==> config.mk <==
export PLATFORM = sky130hd
export DESIGN_NAME = rms_sequencer
export DESIGN_NICKNAME = d
export VERILOG_FILES = /design/src/rms_pkg.sv /design/src/rms_sequencer.sv
export SDC_FILE = /design/constraint.sdc
export NUM_CORES = 1
export LEC_CHECK = 0
export BUFFER_PORTS_ARGS = -buffer_cell sky130_fd_sc_hd__buf_2
export CORE_ASPECT_RATIO = 2
export CORE_MARGIN = 2
export CORE_UTILIZATION = 47
export CTS_CLUSTER_DIAMETER = 100
export DETAILED_ROUTE_END_ITERATION = 8
export GPL_ROUTABILITY_DRIVEN = 0
export PLACE_DENSITY = 0.61
export SETUP_SLACK_MARGIN = 0.2
export SLEW_MARGIN = 20
export SYNTH_ARGS = -nofsm -noshare
export SYNTH_HDL_FRONTEND = slang
export SYNTH_SLANG_ARGS = --single-unit
==> constraint.sdc <==
create_clock -name mclk -period 12.2 [get_ports mclk]
set_clock_uncertainty 0.05 [all_clocks]
set_input_delay 1.22 -clock mclk [delete_from_list [all_inputs] [get_ports mclk]]
set_output_delay 1.22 -clock mclk [all_outputs]
set_load 0.005 [all_outputs]
==> src/rms_pkg.sv <==
package rms_pkg;

	// ****************************************************************
	// timing
	// ****************************************************************
	localparam int unsigned CLK_HZ         = 200_000_000;
	localparam int unsigned DEBOUNCE_MS    = 60;
	localparam int unsigned CONVERT_MS     = 200;
	localparam int unsigned RESULT_MS      = 260;
	localparam int unsigned DEBOUNCE_CYC   = (CLK_HZ / 1000) * DEBOUNCE_MS;
	localparam int unsigned CONVERT_CYC    = (CLK_HZ / 1000) * CONVERT_MS;
	localparam int unsigned MS_CYC         = CLK_HZ / 1000;
	localparam int unsigned SEC_MS         = 1000;

	// ****************************************************************
	// widths and reset values
	// ****************************************************************
	localparam int unsigned TIME_W         = 10;
	localparam int unsigned DATA_W         = 16;
	localparam int unsigned CNT_W          = 32;
	localparam logic [TIME_W-1:0] TIME_RST = 10'h000;
	localparam logic [DATA_W-1:0] DATA_RST = 16'h0000;

	// ****************************************************************
	// types
	// ****************************************************************
	typedef enum logic [3:0] {
		RMS_IDLE   = 4'b0001,
		RMS_CHARGE = 4'b0010,
		RMS_MEAS   = 4'b0100,
		RMS_DONE   = 4'b1000
	} rms_state_t;

	// converter sample and result carrier
	typedef struct packed {
		logic              valid;
		logic [DATA_W-1:0] value;
	} rms_sample_t;

	typedef struct packed {
		logic [DATA_W-1:0] reading;
		logic              pass;
	} rms_result_t;

	// timer setup, seconds, 0 means not set
	typedef struct packed {
		logic [TIME_W-1:0] charge_s;
		logic [TIME_W-1:0] meas_s;
	} rms_times_t;

endpackage

==> src/rms_sequencer.sv <==
`timescale 1ns/1ps
module rms_sequencer
	import rms_pkg::*;
#(
	parameter int unsigned DEBOUNCE_CYCLES = rms_pkg::DEBOUNCE_CYC,
	parameter int unsigned CONVERT_CYCLES  = rms_pkg::CONVERT_CYC,
	parameter int unsigned MS_CYCLES       = rms_pkg::MS_CYC
) (
	// clock and reset
	input  wire logic                  mclk,
	input  wire logic                  rst_n,
	// remote contact, high when closed, asynchronous
	input  wire logic                  remote_in,
	// timer setup and judgement level
	input  wire rms_pkg::rms_times_t   times,
	input  wire logic [rms_pkg::DATA_W-1:0] pass_level,
	// converter samples
	input  wire rms_pkg::rms_sample_t  sample,
	// sequencing outputs
	output logic                       charging,
	output logic                       measuring,
	output logic                       remote_level,
	// result
	output rms_pkg::rms_result_t       result,
	output logic                       result_valid
);
	import rms_pkg::*;

	// ****************************************************************
	// input synchroniser and debounce
	// ****************************************************************
	logic             sync1_r, sync2_r;
	logic             level_r;
	logic [CNT_W-1:0] deb_cnt_r;
	logic             on_evt, off_evt;
	logic             deb_hit;

	// two stages before anything looks at the pin
	always_ff @(posedge mclk or negedge rst_n) begin
		if (!rst_n) begin
			sync1_r <= 1'b0;
			sync2_r <= 1'b0;
		end else begin
			sync1_r <= remote_in;
			sync2_r <= sync1_r;
		end
	end

	// a new level must stand unbroken before it counts; any bounce restarts it
	always_ff @(posedge mclk or negedge rst_n) begin
		if (!rst_n) begin
			level_r   <= 1'b0;
			deb_cnt_r <= '0;
		end else if (sync2_r == level_r) begin
			deb_cnt_r <= '0;
		end else if (deb_cnt_r == CNT_W'(DEBOUNCE_CYCLES - 1)) begin
			level_r   <= sync2_r;
			deb_cnt_r <= '0;
		end else begin
			deb_cnt_r <= deb_cnt_r + 1'b1;
		end
	end

	// last cycle of an unbroken run on a level that still differs
	assign deb_hit      = (sync2_r != level_r) && (deb_cnt_r == CNT_W'(DEBOUNCE_CYCLES - 1));
	assign on_evt       = deb_hit && sync2_r;
	assign off_evt      = deb_hit && !sync2_r;
	assign remote_level = level_r;

	// ****************************************************************
	// millisecond tick and phase timer
	// ****************************************************************
	logic [CNT_W-1:0] ms_div_r;
	logic             ms_tick;
	logic [CNT_W-1:0] phase_ms_r;
	logic             phase_load;
	logic [CNT_W-1:0] phase_load_ms;
	logic             phase_up;
	rms_state_t       state_r;

	// one-cycle enable per millisecond, free running
	always_ff @(posedge mclk or negedge rst_n) begin
		if (!rst_n) begin
			ms_div_r <= '0;
		end else if (ms_div_r == CNT_W'(MS_CYCLES - 1)) begin
			ms_div_r <= '0;
		end else begin
			ms_div_r <= ms_div_r + 1'b1;
		end
	end
	// free running, so the first tick of a phase may come early: a phase can run one tick short
	assign ms_tick = (ms_div_r == CNT_W'(MS_CYCLES - 1));

	// counts down the active phase; granularity is one tick
	always_ff @(posedge mclk or negedge rst_n) begin
		if (!rst_n) begin
			phase_ms_r <= '0;
		end else if (phase_load) begin
			phase_ms_r <= phase_load_ms;
		end else if (ms_tick && phase_ms_r != '0) begin
			phase_ms_r <= phase_ms_r - 1'b1;
		end
	end
	assign phase_up = (phase_ms_r == CNT_W'(1)) && ms_tick;

	// ****************************************************************
	// phase sequencer
	// ****************************************************************
	rms_times_t times_r;
	logic       charge_set, meas_set;
	// the start decision looks at the live setup; the running phases use the copy
	assign charge_set = (times.charge_s != TIME_RST);
	assign meas_set   = (times_r.meas_s != TIME_RST);

	// setup is taken as the contact closes, so an edit mid-cycle cannot cut a phase short
	always_ff @(posedge mclk or negedge rst_n) begin
		if (!rst_n) begin
			times_r <= '{charge_s: TIME_RST, meas_s: TIME_RST};
		end else if (state_r == RMS_IDLE && on_evt) begin
			times_r <= times;
		end
	end

	// load the timer when a timed phase starts
	always_comb begin
		phase_load    = 1'b0;
		phase_load_ms = '0;
		if (state_r == RMS_IDLE && on_evt) begin
			phase_load    = 1'b1;
			phase_load_ms = charge_set ? CNT_W'(times.charge_s) * CNT_W'(SEC_MS)
			                           : CNT_W'(times.meas_s) * CNT_W'(SEC_MS);
		end else if (state_r == RMS_CHARGE && phase_up) begin
			phase_load    = 1'b1;
			phase_load_ms = CNT_W'(times_r.meas_s) * CNT_W'(SEC_MS);
		end
	end

	// phase order; an accepted opening beats every running timer
	always_ff @(posedge mclk or negedge rst_n) begin
		if (!rst_n) begin
			state_r <= RMS_IDLE;
		end else begin
			unique case (state_r)
				RMS_IDLE: begin
					if (on_evt) begin
						state_r <= charge_set ? RMS_CHARGE : RMS_MEAS;
					end
				end
				RMS_CHARGE: begin
					if (off_evt) begin
						state_r <= RMS_IDLE;
					end else if (phase_up) begin
						state_r <= RMS_MEAS;
					end
				end
				RMS_MEAS: begin
					if (off_evt) begin
						state_r <= RMS_IDLE;
					end else if (meas_set && phase_up) begin
						state_r <= RMS_DONE;
					end
				end
				RMS_DONE: begin
					// wait for the contact to open before re-arming
					if (off_evt) begin
						state_r <= RMS_IDLE;
					end
				end
				default: state_r <= RMS_IDLE;
			endcase
		end
	end

	// levels are decoded by comparing the whole one-hot state_r with RMS_CHARGE and RMS_MEAS, not taken off single state bits
	assign charging  = (state_r == RMS_CHARGE);
	assign measuring = (state_r == RMS_MEAS);

	// ****************************************************************
	// conversion window and result
	// ****************************************************************
	logic [CNT_W-1:0] conv_cnt_r;
	logic             conv_done;

	// a conversion needs the full window inside the measuring phase
	always_ff @(posedge mclk or negedge rst_n) begin
		if (!rst_n) begin
			conv_cnt_r <= '0;
		end else if (state_r != RMS_MEAS) begin
			conv_cnt_r <= '0;
		end else if (conv_cnt_r != CNT_W'(CONVERT_CYCLES)) begin
			conv_cnt_r <= conv_cnt_r + 1'b1;
		end
	end
	// stays true for the rest of the phase once the window has run out
	assign conv_done = (state_r == RMS_MEAS) && (conv_cnt_r == CNT_W'(CONVERT_CYCLES));

	// results come only from converter words, and only after the window
	always_ff @(posedge mclk or negedge rst_n) begin
		if (!rst_n) begin
			result       <= '{reading: DATA_RST, pass: 1'b0};
			result_valid <= 1'b0;
		end else if (conv_done && sample.valid) begin
			result.reading <= sample.value;
			result.pass    <= (sample.value >= pass_level);
			result_valid   <= 1'b1;
		end else begin
			result_valid <= 1'b0;
		end
	end

endmodule // rms_sequencer

==> tab_implementation.tex <==
\begin{tabular}{lr}
\hline
Metric & Value \\
\hline
\multicolumn{2}{l}{\textbf{Outcome}} \\
\quad Run status & completed \\
\multicolumn{2}{l}{\textbf{STA}} \\
\quad Final worst slack & between 6000 and 7000 ps \\
\quad Setup tns final & 0 ps \\
\quad Relative slew slack & about 35\% \\
\quad Worst-margin pin slew & 980 ps \\
\quad Worst hold slack & 303 ps \\
\quad Max Fclk & 182 MHz \\
\quad Final hold viol count & 0 \\
\quad Final worst-path cycle share & 45.1\% \\
\quad Post-layout minimum cycle time & 5510 ps \\
\quad Setup repair after global routing missed its margin & no \\
\quad Slew Viols, Final & 0 \\
\quad Number of setup violations in the final report & 0 \\
\multicolumn{2}{l}{\textbf{Synthesis}} \\
\quad Ys async rst share & 100\% \\
\quad Seq cells post-synth & between 150 and 200 \\
\quad Leading register cell type out of synthesis & sky130\_fd\_sc\_hd\_\_dfrtp\_1 \\
\quad Sequential share of the synthesized area & between 20\% and 30\% \\
\quad Cell type with the largest total area after synthesis & sky130\_fd\_sc\_hd\_\_dfrtp\_1 \\
\quad Count of cell types in the netlist & 60 \\
\quad Cell Area, Synth & around 14000 um2 \\
\quad Warnings, synthesis & 0 \\
\quad Cells taking the most area after synthesis & sky130\_fd\_sc\_hd\_\_dfrtp\_1 30\%, sky130\_fd\_sc\_hd\_\_ha\_1 15\%, sky130\_fd\_sc\_hd\_\_fa\_1 13\% \\
\quad Share of the synthesized area in the top cell type & just under 30\% \\
\quad Cells after Synth & around 1400 \\
\quad Synthesized netlist net count & 1741 \\
\quad Number of enable-type register cells in the synthesized netlist & 0 \\
\quad Average cell area after synthesis & between 9 and 10 um2 \\
\multicolumn{2}{l}{\textbf{Cells and area}} \\
\quad Fill cell instance count of the final layout & approximately 2700 \\
\quad Commonest cells after routing, fill and taps aside & 168 x sky130\_fd\_sc\_hd\_\_inv\_1, 162 x sky130\_fd\_sc\_hd\_\_dfrtp\_1, 160 x sky130\_fd\_sc\_hd\_\_ha\_1 \\
\quad Sequential cell area & 4080 um2 \\
\quad Area of all placed cells without fillers & between 10000 and 15000 um2 \\
\quad Commonest non-fill, non-tap cell in the layout & sky130\_fd\_sc\_hd\_\_inv\_1 \\
\quad Final Core Density & between 50\% and 60\% \\
\quad Non-filler cells in the finished layout & roughly 1900 \\
\quad Combined area of the multi-input logic cells & approximately 8800 um2 \\
\quad Number of nets in the layout & 1813 \\
\quad Number of inserted diodes & 0 \\
\quad Fraction of final layout cells with drive strength greater than 1 & a little over 9\% \\
\quad Synth-to-Final Area Change & 9.99\% \\
\multicolumn{2}{l}{\textbf{Global routing}} \\
\quad Via count of the first global-routing pass & 10791 \\
\quad Global-route wire length before repair & about 50 mm \\
\quad Gr usage total & 20.5\% \\
\quad Largest net degree at the start of global routing & between 90 and 100 \\
\quad Overflow after GRT & 0 \\
\quad Number of antenna violations at the first check in global routing & 1 \\
\multicolumn{2}{l}{\textbf{Critical path}} \\
\quad Cell occurring most often along the worst timing path & sky130\_fd\_sc\_hd\_\_fa\_1 \\
\quad Bufs and invs on worst path & 3 \\
\quad Type of element capturing the critical path & flip-flop \\
\quad Highest fanout seen on the critical path & 5 \\
\quad Critical Path RT & roughly 13000 ps \\
\quad Cell-by-cell trace of the critical path & buf\_2 -> inv\_1 -> fa\_1 -> fa\_1 -> fa\_1 -> fa\_1 -> inv\_1 -> ha\_1 -> and3\_1 -> a2111oi\_0 -> a21oi\_1 -> a31oi\_1 -> xnor2\_1 -> mux2i\_1 -> o32a\_1 -> o21ai\_1 \\
\quad Critical-path top delay cell & sky130\_fd\_sc\_hd\_\_a2111oi\_0 \\
\quad Arrival @ worst endpoint & approximately 5800 ps \\
\quad Category of cells accounting for the largest share of critical-path delay & adder cells \\
\quad Worst R2R Setup Slack & approximately 6800 ps \\
\quad Type of the setup path with the least slack & in2reg \\
\quad Maximum single-stage delay on the critical path & between 600 and 700 ps \\
\quad Worst Setup Start Kind & input port \\
\multicolumn{2}{l}{\textbf{Place}} \\
\quad Count of input and output buffers & between 70 and 80 \\
\quad Placed Cells incl. Taps & $\sim$1900 \\
\quad Placement Cell Area & 14400 um2 \\
\quad Post-detail-place hpwl & between 20 and 25 mm \\
\quad Pre-CTS setup slack & a little over 6000 ps \\
\multicolumn{2}{l}{\textbf{Clock network}} \\
\quad H-tree depth & 4 \\
\quad Source-to-sink clock delay at the later pin of the worst-skew pair & about 450 ps \\
\quad Number of buffers added by the clock tree synthesis step & 17 \\
\quad Root Buffer Master & sky130\_fd\_sc\_hd\_\_clkbuf\_16 \\
\quad Number of sinks handled by clock tree synthesis & between 150 and 200 \\
\quad Clk slew on worst S/H paths & 70 ps \\
\quad Max clock buf depth & 2 \\
\quad Number of cells upsized or downsized after cts & 0 \\
\quad Number of buffers added for setup after CTS & 0 \\
\quad Hold-fix buffer count after cts & 0 \\
\quad Clock tree from TritonCTS & yes \\
\multicolumn{2}{l}{\textbf{Detailed routing}} \\
\quad Total iterations of the first detailed-routing run & 5 \\
\quad Final wirelength & around 30 mm \\
\quad Antenna-violating nets left & 0 \\
\quad 1st-iter DRT viols & roughly 480 \\
\quad Number of vias per cell after detailed routing & between 5 and 6 \\
\quad Routed length per placed instance & approximately 16 um \\
\quad Via count & around 10000 \\
\quad DRC & 0 \\
\multicolumn{2}{l}{\textbf{Power}} \\
\quad Tot Pwr & 1.83 mW \\
\quad Areal power density over the cells & between 100 and 150 nW/um2 \\
\quad P\_leak & around 7.2 nW \\
\quad Peak VDD IR & between 0.09 and 0.1 mV \\
\multicolumn{2}{l}{\textbf{Hold path}} \\
\quad Path type of the worst min-delay path & reg2reg \\
\multicolumn{2}{l}{\textbf{Floorplanning}} \\
\quad Top Ports & 77 \\
\quad Area of the core & 28600 um2 \\
\quad Row count & 88 \\
\quad Die area & $\sim$30000 um2 \\
\quad Initial Util & roughly 48\% \\
\quad Chip height & between 200 and 250 um \\
\quad Die Span X & between 100 and 150 um \\
\multicolumn{2}{l}{\textbf{Run}} \\
\quad Max-Cap Viols & 0 \\
\hline
\end{tabular}
[area by class of cell]
| class | count | area share (%) |
|---|---|---|
| Multi-Input combinational cell | 1080 | 58.8 |
| Sequential cell | 163 | 27.3 |
| Inverter | 168 | 4.21 |
| Tap cell | 360 | 3.01 |
| Clock buffer | 19 | 2.96 |
| Timing Repair Buffer | 80 | 2.81 |
| Clock inverter | 13 | 0.945 |
[kinds of logic (layout without fill, tap and decap cells)]
family / count (synthesis) / in the layout / share of synthesized area (%)
xor gates and xnor gates: 145 / 145 / 9.33
DFF: 163 / 163 / 30.0
AOI/OAI and AO/OA: 180 / 180 / 7.97
adders and majority gates: 247 / 247 / 27.5
muxes: 20 / 20 / 1.64
and+or+nand+nor: 488 / 488 / 18.0
buffers and inverters: 195 / 280 / 5.55
[report_power, final]
| group | internal (mW) | switching (mW) |
|---|---|---|
| Sequential | 0.551 | 0.0114 |
| Clock | 0.294 | 0.242 |
| Combinational | 0.324 | 0.410 |
| Total | 1.17 | 0.663 |
[flip-flops by register name, indices dropped and copies added, names as in the netlist]
register and flops:
ms_div_r 32, phase_ms_r 32, sync1_r 1, result_valid 1, times_r 10, deb_cnt_r 32
state_r 4, result 17, remote_level 1, sync2_r 1, conv_cnt_r 32
[worst register-to-register path, stage by stage, from the launching register on]
cell                        delay, ps
sky130_fd_sc_hd__dfrtp_1          660
sky130_fd_sc_hd__inv_1            160
sky130_fd_sc_hd__fa_1             590
sky130_fd_sc_hd__fa_1             450
sky130_fd_sc_hd__fa_1             510
sky130_fd_sc_hd__fa_1             520
sky130_fd_sc_hd__inv_1             40
sky130_fd_sc_hd__ha_1             220
sky130_fd_sc_hd__or3_1            400
sky130_fd_sc_hd__o211a_1          220
sky130_fd_sc_hd__a2111oi_0        790
sky130_fd_sc_hd__o21bai_1         200
sky130_fd_sc_hd__xnor2_1          180
sky130_fd_sc_hd__a22o_1           200
sky130_fd_sc_hd__a21oi_1          110
[Yosys cell counts, types with 3 or more instances]
library cell and instances:
sky130_fd_sc_hd__mux2_2 18, sky130_fd_sc_hd__clkbuf_1 16, sky130_fd_sc_hd__nand2b_1 10, sky130_fd_sc_hd__xnor2_1 78
sky130_fd_sc_hd__a21oi_1 52, sky130_fd_sc_hd__o21ai_0 60, sky130_fd_sc_hd__or4_1 9, sky130_fd_sc_hd__and3_1 22
sky130_fd_sc_hd__nand2_1 93, sky130_fd_sc_hd__nand3_1 60, sky130_fd_sc_hd__inv_1 168, sky130_fd_sc_hd__nand4_1 29
sky130_fd_sc_hd__and2_1 6, sky130_fd_sc_hd__dfrtp_1 162, sky130_fd_sc_hd__a211oi_1 15, sky130_fd_sc_hd__a31oi_1 5
sky130_fd_sc_hd__xor2_1 67, sky130_fd_sc_hd__or2_2 4, sky130_fd_sc_hd__nor2b_1 7, sky130_fd_sc_hd__o31ai_1 4
sky130_fd_sc_hd__a21o_1 17, sky130_fd_sc_hd__nor3_1 33, sky130_fd_sc_hd__nor3b_1 3, sky130_fd_sc_hd__and4_1 7
sky130_fd_sc_hd__nor4_1 22, sky130_fd_sc_hd__nor4b_1 10, sky130_fd_sc_hd__ha_1 160, sky130_fd_sc_hd__fa_1 87
sky130_fd_sc_hd__a2111oi_0 3, sky130_fd_sc_hd__buf_2 7, sky130_fd_sc_hd__o21a_1 5, sky130_fd_sc_hd__or3_1 16
sky130_fd_sc_hd__nor2_1 143
[final timing paths]
path                       startpoint             end  cells after the start
min in group asynchronous       rst_n    result_valid                      1
max                          times[3]  phase_ms_r[16]                     16
max reg2reg                times_r[1]  phase_ms_r[17]                     14
max in group asynchronous       rst_n      times_r[7]                      2
min reg2reg                   sync1_r         sync2_r                      0
min                           sync1_r         sync2_r                      0
[layer usage]
metal / part of all wire, % / track usage, % / up-vias
met2: 51 / 35.8 / 152
met1: 43 / 25.7 / 5048
met4: 2.7 / 7.93 / 2
met5: 0.044 / 0 / -
li1: - / - / 5016
met3: 2.6 / 2.64 / 37
Note: power is estimated with default switching activity, not from simulation.
